$ cat config.mk
export PLATFORM = sky130hd
export DESIGN_NAME = adcc_ctrl
export DESIGN_NICKNAME = d
export VERILOG_FILES = /design/src/hdl/adcc_pkg.sv /design/src/hdl/adcc_ctrl.sv
export SDC_FILE = /design/constraint.sdc
export NUM_CORES = 1
export LEC_CHECK = 0
export BUFFER_PORTS_ARGS = -buffer_cell sky130_fd_sc_hd__buf_2
export CAP_MARGIN = 20
export CORE_ASPECT_RATIO = 1.75
export CORE_MARGIN = 2
export CORE_UTILIZATION = 55
export DETAILED_ROUTE_END_ITERATION = 8
export PLACE_DENSITY = 0.74
export SLEW_MARGIN = 20
export SYNTH_ARGS = -nofsm -noshare
export SYNTH_HDL_FRONTEND = slang
export SYNTH_SLANG_ARGS = --single-unit
$ cat constraint.sdc
create_clock -name i_ref_clk -period 2.6 [get_ports i_ref_clk]
set_input_delay 0.52 -clock i_ref_clk [delete_from_list [all_inputs] [get_ports i_ref_clk]]
set_output_delay 0.52 -clock i_ref_clk [all_outputs]
set_load 0.02 [all_outputs]
$ cat src/hdl/adcc_pkg.sv
package adcc_pkg;

  // register byte addresses
  localparam logic [3:0] ADDR_CSR    = 4'h0;
  localparam logic [3:0] ADDR_MASK   = 4'h4;
  localparam logic [3:0] ADDR_RESULT = 4'h8;
  localparam logic [3:0] ADDR_CHAN   = 4'hc;

  // control/status field positions
  localparam int BIT_END_FLAG   = 7;
  localparam int BIT_IRQ_ENABLE = 6;
  localparam int BIT_START      = 5;
  localparam int BIT_SCAN       = 4;

  // reset values
  localparam logic [7:0] CSR_RESET  = 8'h00;
  localparam logic [0:0] MASK_RESET = 1'h1;

  localparam int RES_W  = 10;
  localparam int NUM_CH = 16;

  typedef struct packed {
    logic       irq_enable;
    logic       start;
    logic       scan;
    logic [3:0] chan;
  } adcc_ctrl_t;

  typedef struct packed {
    logic       start;
    logic [3:0] chan;
  } adcc_core_req_t;

  typedef enum logic [2:0] {
    ST_IDLE = 3'b001,
    ST_CONV = 3'b010,
    ST_NEXT = 3'b100
  } adcc_state_t;

endpackage : adcc_pkg

$ cat src/hdl/adcc_ctrl.sv
// Notes on behaviour
// - the end-of-conversion interrupt only rises while the interrupt enable bit is 1.
// - writing 1 to the start bit starts conversion on the selected channel or group.
// - writing 0 to the start bit aborts any conversion and returns to idle.
// - in single mode the start bit clears itself when the one channel is done.
// - in scan mode conversion repeats over the group until the start bit is cleared.
// - the mode bit selects single mode at 0 and scan mode at 1.
// - in single mode the channel field is the index of the one input converted.
// - in scan mode the upper channel bits pick the group base and the lower bits the count minus one.
// - enable, start, mode and channel bits reset to 0 and are read/write.
// - a finished single conversion stores its result per channel and sets the end flag.
// - a finished scan pass sets the end flag and restarts at the group's first channel.
module adcc_ctrl
  import adcc_pkg::*;
(
  input  wire logic                     i_ref_clk,
  input  wire logic                     i_nrst,
  input  wire logic [31:0]              i_haddr,
  input  wire logic [1:0]               i_htrans,
  input  wire logic                     i_hwrite,
  input  wire logic [2:0]               i_hsize,
  input  wire logic [31:0]              i_hwdata,
  input  wire logic                     i_hsel,
  input  wire logic                     i_hready,
  output logic      [31:0]              o_hrdata,
  output logic                          o_hreadyout,
  output logic                          o_hresp,
  input  wire logic                     i_core_done,
  input  wire logic [adcc_pkg::RES_W-1:0] i_core_result,
  output adcc_pkg::adcc_core_req_t      o_core_req,
  output logic                          o_conv_end_irq
);
  import adcc_pkg::*;

  ////////////////////////////////////////////////////////////////////////////
  // registers
  adcc_ctrl_t            ctrl_ff,    nxt_ctrl;
  logic                  flag_ff,    nxt_flag;
  logic                  mask_ff,    nxt_mask;
  adcc_state_t           state_ff,   nxt_state;
  logic [3:0]            cur_ff,     nxt_cur;
  logic [RES_W-1:0]      res_ff [NUM_CH];
  logic [3:0]            rsel_ff,    nxt_rsel;
  logic                  wr_ff,      nxt_wr;
  logic                  rd_ff,      nxt_rd;
  logic [3:0]            addr_ff,    nxt_addr;
  logic [31:0]           rdata_ff,   nxt_rdata;
  logic                  irq_ff,     nxt_irq;
  adcc_core_req_t        req_ff,     nxt_req;
  logic                  flag_read_ff, nxt_flag_read;
  logic                  hit_ff,     nxt_hit;
  logic [RES_W-1:0]      nxt_res [NUM_CH];

  // register map, one aligned word each:
  //   csr    : end flag, irq enable, start, scan, channel field
  //   mask   : bit 0 gates the interrupt line on top of the enable bit
  //   result : result of the channel named by the result select word
  //   select : which channel's result the result word shows
  // anything else reads 0 and ignores writes

  // only the first four words are mapped; without the upper-bit check
  // every sixteen-byte block would alias onto the registers
  function automatic logic reg_hit(input logic [31:0] a);
    reg_hit = (a[31:4] == 28'h0000000) & (a[1:0] == 2'b00);
  endfunction : reg_hit

  function automatic logic [3:0] grp_first(input logic scan, input logic [3:0] ch);
    grp_first = scan ? {ch[3:2], 2'b00} : ch;
  endfunction : grp_first

  function automatic logic [7:0] csr_value(input adcc_ctrl_t c, input logic f);
    csr_value = {f, c.irq_enable, c.start, c.scan, c.chan};
  endfunction : csr_value

  ////////////////////////////////////////////////////////////////////////////
  // bus and control
  logic addr_ph;
  logic wr_csr;
  logic done_evt;
  logic pass_end;
  logic single_end;
  logic wr_ok;
  logic flag_clr;
  assign addr_ph  = i_hsel & i_hready & i_htrans[1];
  assign wr_ok    = wr_ff & hit_ff;
  assign wr_csr   = wr_ok & (addr_ff == ADDR_CSR);
  // clearing needs a 0 written after a read that saw the flag at 1
  assign flag_clr = wr_csr & ~i_hwdata[BIT_END_FLAG] & flag_read_ff;
  assign done_evt = (state_ff == ST_CONV) & i_core_done & ctrl_ff.start;
  assign single_end = done_evt & ~ctrl_ff.scan;
  assign pass_end = done_evt & ctrl_ff.scan & (cur_ff[1:0] == ctrl_ff.chan[1:0]);

  // bus capture: the address phase is latched and acted on in the data phase
  always_comb
  begin
    nxt_wr        = addr_ph & i_hwrite;
    nxt_rd        = addr_ph & ~i_hwrite;
    nxt_addr      = addr_ph ? i_haddr[3:0] : addr_ff;
    nxt_hit       = addr_ph ? reg_hit(i_haddr) : hit_ff;
    nxt_rdata     = rdata_ff;
    nxt_flag_read = flag_read_ff;
    // a clear uses up the earlier read; a fresh read of 1 is needed again
    if (flag_clr)
      nxt_flag_read = 1'b0;
    if (addr_ph && !i_hwrite)
    begin
      // fetched at the address phase so the word stands through the data phase
      if (!reg_hit(i_haddr))
        nxt_rdata = 32'h00000000;
      else
      begin
        unique case (i_haddr[3:0])
          ADDR_CSR:    nxt_rdata = {24'h000000, csr_value(ctrl_ff, flag_ff)};
          ADDR_MASK:   nxt_rdata = {31'h00000000, mask_ff};
          ADDR_RESULT: nxt_rdata = {22'h000000, res_ff[rsel_ff]};
          ADDR_CHAN:   nxt_rdata = {28'h0000000, rsel_ff};
          default:     nxt_rdata = 32'h00000000;
        endcase
      end
      // a read in the clearing cycle still counts as having seen the flag
      if (reg_hit(i_haddr) && i_haddr[3:0] == ADDR_CSR)
        nxt_flag_read = flag_ff;
    end
  end

  ////////////////////////////////////////////////////////////////////////////
  // control word, end flag, mask and interrupt
  always_comb
  begin
    nxt_ctrl = ctrl_ff;
    nxt_flag = flag_ff;
    nxt_mask = mask_ff;
    nxt_rsel = rsel_ff;
    if (wr_csr)
    begin
      nxt_ctrl.irq_enable = i_hwdata[BIT_IRQ_ENABLE];
      nxt_ctrl.start      = i_hwdata[BIT_START];
      nxt_ctrl.scan       = i_hwdata[BIT_SCAN];
      nxt_ctrl.chan       = i_hwdata[3:0];
    end
    if (flag_clr)
      nxt_flag = 1'b0;
    if (wr_ok && addr_ff == ADDR_MASK)
      nxt_mask = i_hwdata[0];
    if (wr_ok && addr_ff == ADDR_CHAN)
      nxt_rsel = i_hwdata[3:0];
    // a finished single conversion beats a start written in the same cycle
    if (single_end)
      nxt_ctrl.start = 1'b0;
    // set wins over clear so no end of conversion is ever lost
    if (single_end || pass_end)
      nxt_flag = 1'b1;
    nxt_irq = nxt_flag & nxt_ctrl.irq_enable & nxt_mask;
  end

  ////////////////////////////////////////////////////////////////////////////
  // result store per channel; data needs no reset, only written on done
  always_comb
  begin
    nxt_res = res_ff;
    if (done_evt)
      nxt_res[cur_ff] = i_core_result;
  end

  ////////////////////////////////////////////////////////////////////////////
  // sequencer
  always_comb
  begin
    nxt_state = state_ff;
    nxt_cur   = cur_ff;
    unique case (state_ff)
      ST_IDLE:
      begin
        if (ctrl_ff.start)
        begin
          nxt_cur   = grp_first(ctrl_ff.scan, ctrl_ff.chan);
          nxt_state = ST_CONV;
        end
      end
      ST_CONV:
      begin
        if (!ctrl_ff.start)
          nxt_state = ST_IDLE;
        else if (i_core_done)
        begin
          if (!ctrl_ff.scan)
            nxt_state = ST_IDLE;
          else
            nxt_state = ST_NEXT;
        end
      end
      ST_NEXT:
      begin
        if (!ctrl_ff.start)
          nxt_state = ST_IDLE;
        else
        begin
          // wrap to the group start after the last channel
          nxt_cur = (cur_ff[1:0] == ctrl_ff.chan[1:0]) ? {ctrl_ff.chan[3:2], 2'b00}
                                                        : cur_ff + 4'h1;
          nxt_state = ST_CONV;
        end
      end
      default:
        nxt_state = ST_IDLE;
    endcase
    if (wr_csr && !i_hwdata[BIT_START])
      nxt_state = ST_IDLE;
    nxt_req.start = (nxt_state == ST_CONV);
    nxt_req.chan  = nxt_cur;
  end

  ////////////////////////////////////////////////////////////////////////////
  // bus registers
  always_ff @(posedge i_ref_clk)
  begin
    if (!i_nrst)
    begin
      wr_ff        <= 1'b0;
      rd_ff        <= 1'b0;
      addr_ff      <= 4'h0;
      hit_ff       <= 1'b0;
      rdata_ff     <= 32'h00000000;
      flag_read_ff <= 1'b0;
    end
    else
    begin
      wr_ff        <= nxt_wr;
      rd_ff        <= nxt_rd;
      addr_ff      <= nxt_addr;
      hit_ff       <= nxt_hit;
      rdata_ff     <= nxt_rdata;
      flag_read_ff <= nxt_flag_read;
    end
  end

  // control registers
  always_ff @(posedge i_ref_clk)
  begin
    if (!i_nrst)
    begin
      ctrl_ff <= adcc_ctrl_t'(CSR_RESET[6:0]);
      flag_ff <= CSR_RESET[BIT_END_FLAG];
      mask_ff <= MASK_RESET;
      rsel_ff <= 4'h0;
      irq_ff  <= 1'b0;
    end
    else
    begin
      ctrl_ff <= nxt_ctrl;
      flag_ff <= nxt_flag;
      mask_ff <= nxt_mask;
      rsel_ff <= nxt_rsel;
      irq_ff  <= nxt_irq;
    end
  end

  // sequencer registers
  always_ff @(posedge i_ref_clk)
  begin
    if (!i_nrst)
    begin
      state_ff <= ST_IDLE;
      cur_ff   <= 4'h0;
      req_ff   <= '0;
    end
    else
    begin
      state_ff <= nxt_state;
      cur_ff   <= nxt_cur;
      req_ff   <= nxt_req;
    end
  end

  // result store
  always_ff @(posedge i_ref_clk)
  begin
    res_ff <= nxt_res;
  end

  assign o_hrdata       = rdata_ff;
  assign o_hreadyout    = 1'b1;
  assign o_hresp        = 1'b0;
  assign o_core_req     = req_ff;
  assign o_conv_end_irq = irq_ff;

endmodule : adcc_ctrl

; ---- Word level (Yosys, flattened, before mapping)
; Cells that the tools add are included.
[op_classes]
reduce_logical = 16
order_cmp = 3
mux = 27
n_addsub = 1
n_eq_ne = 12
bitwise_logic = 20
[ops]
columns = operator, n
row1 = 160-bit bitwise mux, 1
row2 = 10-bit binary-select mux with 4-bit select, 1
row3 = 10-bit demux with 4-bit select, 1
row4 = 10-bit 2-to-1 mux, 4
row5 = 10-bit case mux with 4 select lines, 1
row6 = 28-bit zero test, 1
row7 = 1-bit AND, 15
row8 = 3-bit 2-to-1 mux, 5
row9 = "4-bit == test, second input constant", 3
row10 = 4-bit 2-to-1 mux, 3
row11 = "5-bit greater-or-equal comparator, second input constant", 2
row12 = 4-bit NOT with 5-bit output, 2
row13 = 3-bit case mux with 3 select lines, 1
row14 = "4-bit by 3-bit == test with 1-bit output, second input constant", 2
row15 = 4-bit zero test, 2
row16 = 4-bit case mux with 2 select lines, 1
row17 = 7-bit 2-to-1 mux, 1
row18 = "3-bit by 2-bit == test with 1-bit output, second input constant", 2
row19 = 1-bit logical AND, 6
row20 = 1-bit 2-to-1 mux, 6
row21 = "5-bit by 1-bit less-than comparator with 1-bit output, second input constant", 1
row22 = "4-bit by 1-bit adder with 4-bit output, second input constant", 1
row23 = 2-bit 2-to-1 mux, 2
row24 = "2-bit inequality test, second input constant", 2
row25 = other kinds (10), 13
[totals]
out_inout_bits = 40
register_bits = 221
inputBits = 85

; ---- Depth between registers and ports, before layout
; Gate-level depths: netlist (run 1).
[logic_depth]
ltp_word = 9
ltp_mapped = 8
depth_no_buf = 6

; ---- Worst setup path after synthesis (run 1)
; Ideal clock, no wire load.
[synth_path]
path_type = input -> register
startpoint = input i_core_done
endpoint = register res_ff[120] (netlist name), enable pin
setup_slack_ns = 0.170
setup_time_ns = 0.404
required_ns = 2.196
path_stages = 4
arrival_ns = 2.027
path_buffers = 1
path_cell_list = nand2_1 > or3_1 > clkbuf_1 > nor4_1
[synth_via]
elab_chain_len = 2
[synth_lines]
columns = item, line
row1 = from (decl), adcc_ctrl.sv:28  ; input wire logic i_core_done,
row2 = 1-bit AND (2 in a row), adcc_ctrl.sv:89  ; assign done_evt = (state_ff == ST_CONV) & i_core_done & ctrl_ff.start;
row3 = to (signal assigned), adcc_ctrl.sv:278  ; res_ff <= nxt_res;
row4 = to (decl), adcc_ctrl.sv:42  ; logic [RES_W-1:0] res_ff [NUM_CH];
; Every way passes these cells.
; A chain may end at the register's enable or synchronous reset.

; ---- Worst setup path after layout (run 1)
[layout_path]
startpoint = register rsel_ff[0]
endpoint = register rdata_ff[5] (netlist: o_hrdata[5])
[layout_via]
elab_chain_len = 6
[layout_lines]
columns = item, line
row1 = from (decl), adcc_ctrl.sv:43  ; logic [3:0] rsel_ff, nxt_rsel;
row2 = from (signal assigned), adcc_ctrl.sv:253  ; rsel_ff <= nxt_rsel;
row3 = 4-bit NOT with 5-bit output (not written as such), adcc_ctrl.sv:115  ; ADDR_RESULT: nxt_rdata = {22'h000000, res_ff[rsel_ff]};
row4 = 10-bit binary-select mux with 4-bit select, adcc_ctrl.sv:115
row5 = 10-bit 2-to-1 mux (not written as such) (2 in a row), adcc_ctrl.sv:115
row6 = 10-bit case mux with 4 select lines, adcc_ctrl.sv:112  ; unique case (i_haddr[3:0])
row7 = 10-bit 2-to-1 mux, adcc_ctrl.sv:108  ; if (!reg_hit(i_haddr))
row8 = to (signal assigned), adcc_ctrl.sv:232  ; rdata_ff <= nxt_rdata;
row9 = to (decl), adcc_ctrl.sv:47  ; logic [31:0] rdata_ff, nxt_rdata;
; Every way passes these cells. The select of a mux whose other input is x is not followed.

==> impl_metrics.toml, run 1 <==
[logic_synthesis]
yosysUniqueCellTypes = 52
ys_seq_area_share_pct = 67.3
avgSynthCellArea_sq_um = 16.0
async_reset_ff_share_pct = 0
synth_edf_count = 160
yosys_register_bits = 199
synth_area_sq_um = 8300
yosys_warnings = 0
synthFlopType = "edfxtp_1"
netlist_instances = 519

[setup_path]
cp.arrival_ns = 2.48
critPathKind = "reg2reg"
timing.rr.end = "o_hrdata[5]"
required_ns = 2.90
cp-end-kind = "flip-flop"
critPathMaxFanout = 22
rr_startpoint = "rsel_ff[0]"
startpoint_type = "flip-flop"
r2r_slack_ns = 0.42
rr_worst_depth = 5

[pwr]
p_leak_nw = 3.32
intPower_w = 0.00500
seqPwrFrac_pct = 54.9
ir_drop_uv = 459
sw_frac_of_total_pct = 20.0
p_per_area_nw_per_um2 = 657
power_switching_w = 0.00125
clock_power_share_pct = 42.7
comb_power_share_pct = 2.3

[clocking]
cts_setup_buffers = 0
clk_latency_ns = 0.43
clockRootBuffer = "clkbuf_16"
htree_levels = 4
clk_pin_slew_ns = 0.07
cts.repair.resized = 0
cts_tree = "done"
postCtsHoldBufs = 0
cts_buffers = 17
cts.sinks = 199
ctsLongestPathBuffers = 2

[routing]
drt_iter0_markers = 275
vias = 4805
postRouteAntennaNets = 0
dr.pass1.iters = 5
viasPerCell = 5.98
wl_microns = 18600
routedWlPerCell_microns = 23.2
drc = 0

[final_layout]
design_area_sq_um = 9520
num_antenna_cells = 0
final_common_cell = "edfxtp_1"
areaGrowthSynthToFinish_pct = 14.7
final_nets = 697
final_cells = 804
multi_input_area_sq_um = 2470
seq_area_sq_um = 5590
fillers = 1047
drive_above_1_share_pct = 27.5
final_cell_mix = "edfxtp_1 (160), buf_2 (72), dfxtp_1 (38)"

[timing]
period_needed_ns = 2.18
worstMarginPinSlew_ns = 0.761
rsz0062_at_grt = "false"
tns_ns = 0
setup_violations = 0
drv_slew = 0
fin_hold_ws_ns = 0.361
skew_ns = 0.0127
max_slew_margin_pct = 49.1
hold_violations = 0
period_share_pct = 83.7
fmax_mhz = 459

[floorplan]
core_sq_um = 14800
die_x_microns = 96.9
dieArea_sq_um = 16100
fp.dieH_microns = 167
initial_core_util_pct = 56.0
num_io_pins = 125
rows = 59

[status]
status = "completed"

[hold_path]
worst_hold_path.endpoint = "ctrl_ff[4]"
hold_path.class = "in2reg"
hp-start = "i_hwdata[4]"
hold_path_depth = 3

[placed_design]
portBuffers = 72
dpl.hpwl_microns = 12200
gp_congestion = 0.840
placed_area_sq_um = 8930
dp_cells = 772

[global_routing]
grt_pass1_vias = 4998
antenna_found_initial = 0
grt_overflow_total = 0
grt_max_degree = 35
grt_first_pass_wirelength_microns = 28100
grt_usage_pct = 23.8

[flow_run]
maxCapViolCount = 0
[final cells by class]
cell class	instances	share of cell area [%]
Clock inverter	13	1.72
Multi-Input combinational cell	282	25.9
Clock buffer	19	4.55
Inverter	10	0.394
Tap cell	183	2.40
Timing Repair Buffer	98	6.36
Sequential cell	199	58.7
[power by group through the flow]
stage / logic (W) / registers, W / clock network [W]
global route: 0.000161 / 0.00343 / 0.00283
finish: 0.000147 / 0.00343 / 0.00267
floorplan: 0.0000879 / 0.00351 / 0
global placement: 0.000139 / 0.00351 / 0
CTS: 0.000146 / 0.00343 / 0.00271
detailed placement: 0.000145 / 0.00351 / 0
[logic make-up after synthesis]
kind of cell / count (synthesis) / synth area share [%]
and+or+nand+nor: 123 / 7.43
DFF: 199 / 67.3
muxes: 68 / 15.1
AOI/OAI and AO/OA: 60 / 4.85
adders and majority gates: 4 / 0.603
buffers and inverters: 60 / 4.31
xor gates and xnor gates: 3 / 0.316
other: 2 / 0.0904
[synthesized netlist by cell type, types with 3 or more instances]
cell type / n / share of area, %
a22oi_1: 4 / 0.36
nand2_1: 34 / 1.5
mux4_2: 23 / 6.2
nor2b_1: 12 / 0.90
o21ai_0: 13 / 0.78
and2_1: 3 / 0.23
mux4_1: 17 / 5.4
inv_1: 10 / 0.45
clkbuf_1: 15 / 0.68
nor2_1: 31 / 1.4
nand2b_1: 3 / 0.23
edfxtp_1: 160 / 58
ha_1: 4 / 0.60
mux2i_1: 18 / 2.2
nand3_1: 10 / 0.60
buf_4: 25 / 2.3
nand3b_1: 3 / 0.27
dfxtp_1: 39 / 9.4
and3_1: 6 / 0.45
nor4_1: 12 / 0.90
buf_2: 6 / 0.36
mux2_2: 10 / 1.4
a21boi_0: 10 / 0.90
a21oi_1: 15 / 0.90
[sequential cells by signal, summed over array words and instances (netlist names)]
signal	count
addr_ff	4
ctrl_ff	7
flag_ff	1
flag_read_ff	1
hit_ff	1
mask_ff	1
o_conv_end_irq	1
o_core_req	5
o_hrdata	10
res_ff	160
rsel_ff	4
state_ff	3
wr_ff	1
[metrics by stage]
stage | total power (W) | worst slack [ns] | util [%]
global placement | 0.00364 | 0.465 | 60.2
detailed placement | 0.00365 | 0.470 | 60.2
CTS | 0.00629 | 0.437 | 64.2
global route | 0.00643 | 0.297 | 64.2
floorplan | 0.00359 | 0.170 | -
finish | 0.00625 | 0.423 | 64.2
[critical path, cell delays in order, from the launching register on]
cell     delay [ns]
dfxtp_2        0.54
buf_12         0.25
mux4_1         0.56
mux2_2         0.29
a21oi_1        0.27
o21ai_0        0.11
[metal layers]
| metal | wire length [microns] | track usage [%] | up-vias |
|---|---|---|---|
| li1 | - | - | 2139 |
| met1 | 6480 | 26.1 | 2420 |
| met2 | 10200 | 43.2 | 200 |
| met3 | 1050 | 4.78 | 46 |
| met4 | 854 | 12.4 | 0 |
| met5 | 0 | 0 | - |
[worst max path at each step]
| stage | startpoint | end | slack (ns) | depth (start not counted) |
|---|---|---|---|---|
| after global routing | rsel_ff[0] | o_hrdata[5] | 0.30 | 5 |
| after detailed placement | rsel_ff[0] | o_hrdata[5] | 0.47 | 5 |
| final | rsel_ff[0] | o_hrdata[5] | 0.42 | 5 |
| after floorplan | i_core_done | res_ff[120] | 0.17 | 4 |
| after global placement | rsel_ff[0] | o_hrdata[2] | 0.47 | 6 |
| after CTS | rsel_ff[0] | o_hrdata[2] | 0.44 | 6 |
No activity file was read; power rests on OpenSTA's default activity.
==> run 2: changes to the inputs <==
Clock period 2.6 ns to 2.15 ns, I/O delays scaled along.
==> run 2 against run 1 <==
  * Die area stayed put
  * Non-clock buffer count is 5 higher
  * Flip-flop and latch count stayed put
  * Critical path type unchanged
==> impl_metrics.toml, run 2 (synthesis results as in run 1) <==
[status]
status = "completed"

[pwr]
ir_drop_uv = 628
p_leak_nw = 3.37
p_per_area_nw_per_um2 = 772

[final_layout]
areaGrowthSynthToFinish_pct = 16.2
drive_above_1_share_pct = 28.4
utilization_pct = 65.0
final_common_cell = "edfxtp_1"
largest_reg_flops = 160
final_nets = 702
fillers = 1019
num_antenna_cells = 0
top_register = "res_ff"
final_cells = 809
final_cell_mix = "edfxtp_1 (160), buf_2 (72), dfxtp_1 (38)"

[flow_run]
maxCapViolCount = 0

[timing]
max_slew_margin_pct = 66.7
rsz0062_at_grt = "false"
hold_violations = 0
fmax_mhz = 500
setup_violations = 0
period_needed_ns = 2.00
fin_hold_ws_ns = 0.252
worstMarginPinSlew_ns = 0.499
skew_ns = 0.0111
drv_slew = 0
period_share_pct = 92.9

[setup_path]
cp-end-kind = "flip-flop"
critPathMaxFanout = 23
crit_chain = "buf_12 -> mux4_1 -> mux2i_1 -> o2bb2ai_1 -> a211oi_1 -> o21ai_0"
startpoint_type = "flip-flop"
slowest_stage = "mux4_1"
critPathKind = "reg2reg"
rr_worst_depth = 6
r2r_slack_ns = 0.15
cp.arrival_ns = 2.31
crit_end = "o_hrdata[2]"
crit_path_start = "rsel_ff[0]"
critPathMaxStageDelay_ns = 0.56
timing.rr.end = "o_hrdata[2]"
rr_startpoint = "rsel_ff[0]"
required_ns = 2.46

[routing]
vias = 4739
dr.pass1.iters = 4
wl_microns = 17900
routedWlPerCell_microns = 22.2
postRouteAntennaNets = 0
drt_iter0_markers = 396
viasPerCell = 5.86
drc = 0

[global_routing]
grt_max_degree = 35
grt_overflow_total = 0
grt_first_pass_wirelength_microns = 27400
grt_usage_pct = 23.0
grt_pass1_vias = 4836
antenna_found_initial = 0

[floorplan]
dieArea_sq_um = 16100
die_x_microns = 96.9
core_sq_um = 14800
initial_core_util_pct = 56.0
rows = 59
fp.dieH_microns = 167
num_io_pins = 125

[placed_design]
dpl.hpwl_microns = 12200
dp_cells = 777
gp_congestion = 0.861
portBuffers = 72

[clocking]
postCtsHoldBufs = 0
ctsLongestPathBuffers = 2
cts_setup_buffers = 0
cts_tree = "done"
cts.repair.resized = 0
clk_latency_ns = 0.43
clk_pin_slew_ns = 0.07
clockRootBuffer = "clkbuf_16"
htree_levels = 4
cts.sinks = 199
cts_buffers = 17

[hold_path]
hold_path_depth = 3
hold_path.class = "in2reg"
run 2: layer usage:
layer / part of all wire (%) / GRT usage [%] / routed length [microns] / vias to the layer above
met5: 0 / 0 / 0 / -
met4: 4.2 / 11.3 / 746 / 0
met3: 5.2 / 4.78 / 928 / 35
met2: 55 / 41.2 / 9780 / 184
met1: 36 / 25.9 / 6480 / 2367
li1: - / - / - / 2153
run 2: worst max-delay path: cells and delay by family (launching register included):
family | cells | cell delay, ns
AOI/OAI and AO/OA | 3 | 0.40
buffers and inverters | 1 | 0.21
DFF | 1 | 0.36
muxes | 2 | 0.90
run 2: how the worst min path moves through the flow:
stage                           start     endpoint  slack (ns)
after global routing      i_hwdata[4]   ctrl_ff[4]        0.26
after CTS                 i_hwdata[4]   ctrl_ff[4]        0.24
after detailed placement  o_hrdata[2]  o_hrdata[2]        0.45
final                     i_hwdata[4]   ctrl_ff[4]        0.25
after floorplan            ctrl_ff[5]  state_ff[0]        0.42
after global placement     addr_ff[1]   addr_ff[1]        0.45
run 2: stage by stage:
| step | setup TNS [ns] | power, W | instance area, sq um | worst slack (ns) |
|---|---|---|---|---|
| 6_report | 0 | 0.00745 | 9650 | 0.152 |
| 5_1_grt | 0 | 0.00767 | 9650 | 0.0465 |
| 4_1_cts | 0 | 0.00750 | 9650 | 0.175 |
| 3_5_place_dp | 0 | 0.00442 | 9060 | 0.177 |
| 3_3_place_gp | 0 | 0.00441 | 9060 | 0.192 |
| 2_1_floorplan | -9.63 | 0.00435 | 8390 | -0.241 |
run 2: where the power goes:
part           total, W  leakage, nW  internal (W)  switching (W)
sequential      0.00415         1.75       0.00415     0.00000172
clock           0.00312        0.285       0.00165        0.00146
combinational  0.000182         1.33     0.0000552       0.000127
run 2: area by class of cell:
type                       count  area (sq um)  area share (%)
clock buffer                  17           425            4.41
timing repair buffer         103           743            7.71
tap                          183           229            2.37
clock inverter                15           155            1.61
inverter                      10          37.5           0.389
sequential                   199          5590            57.9
multi-input combinational    282          2470            25.6
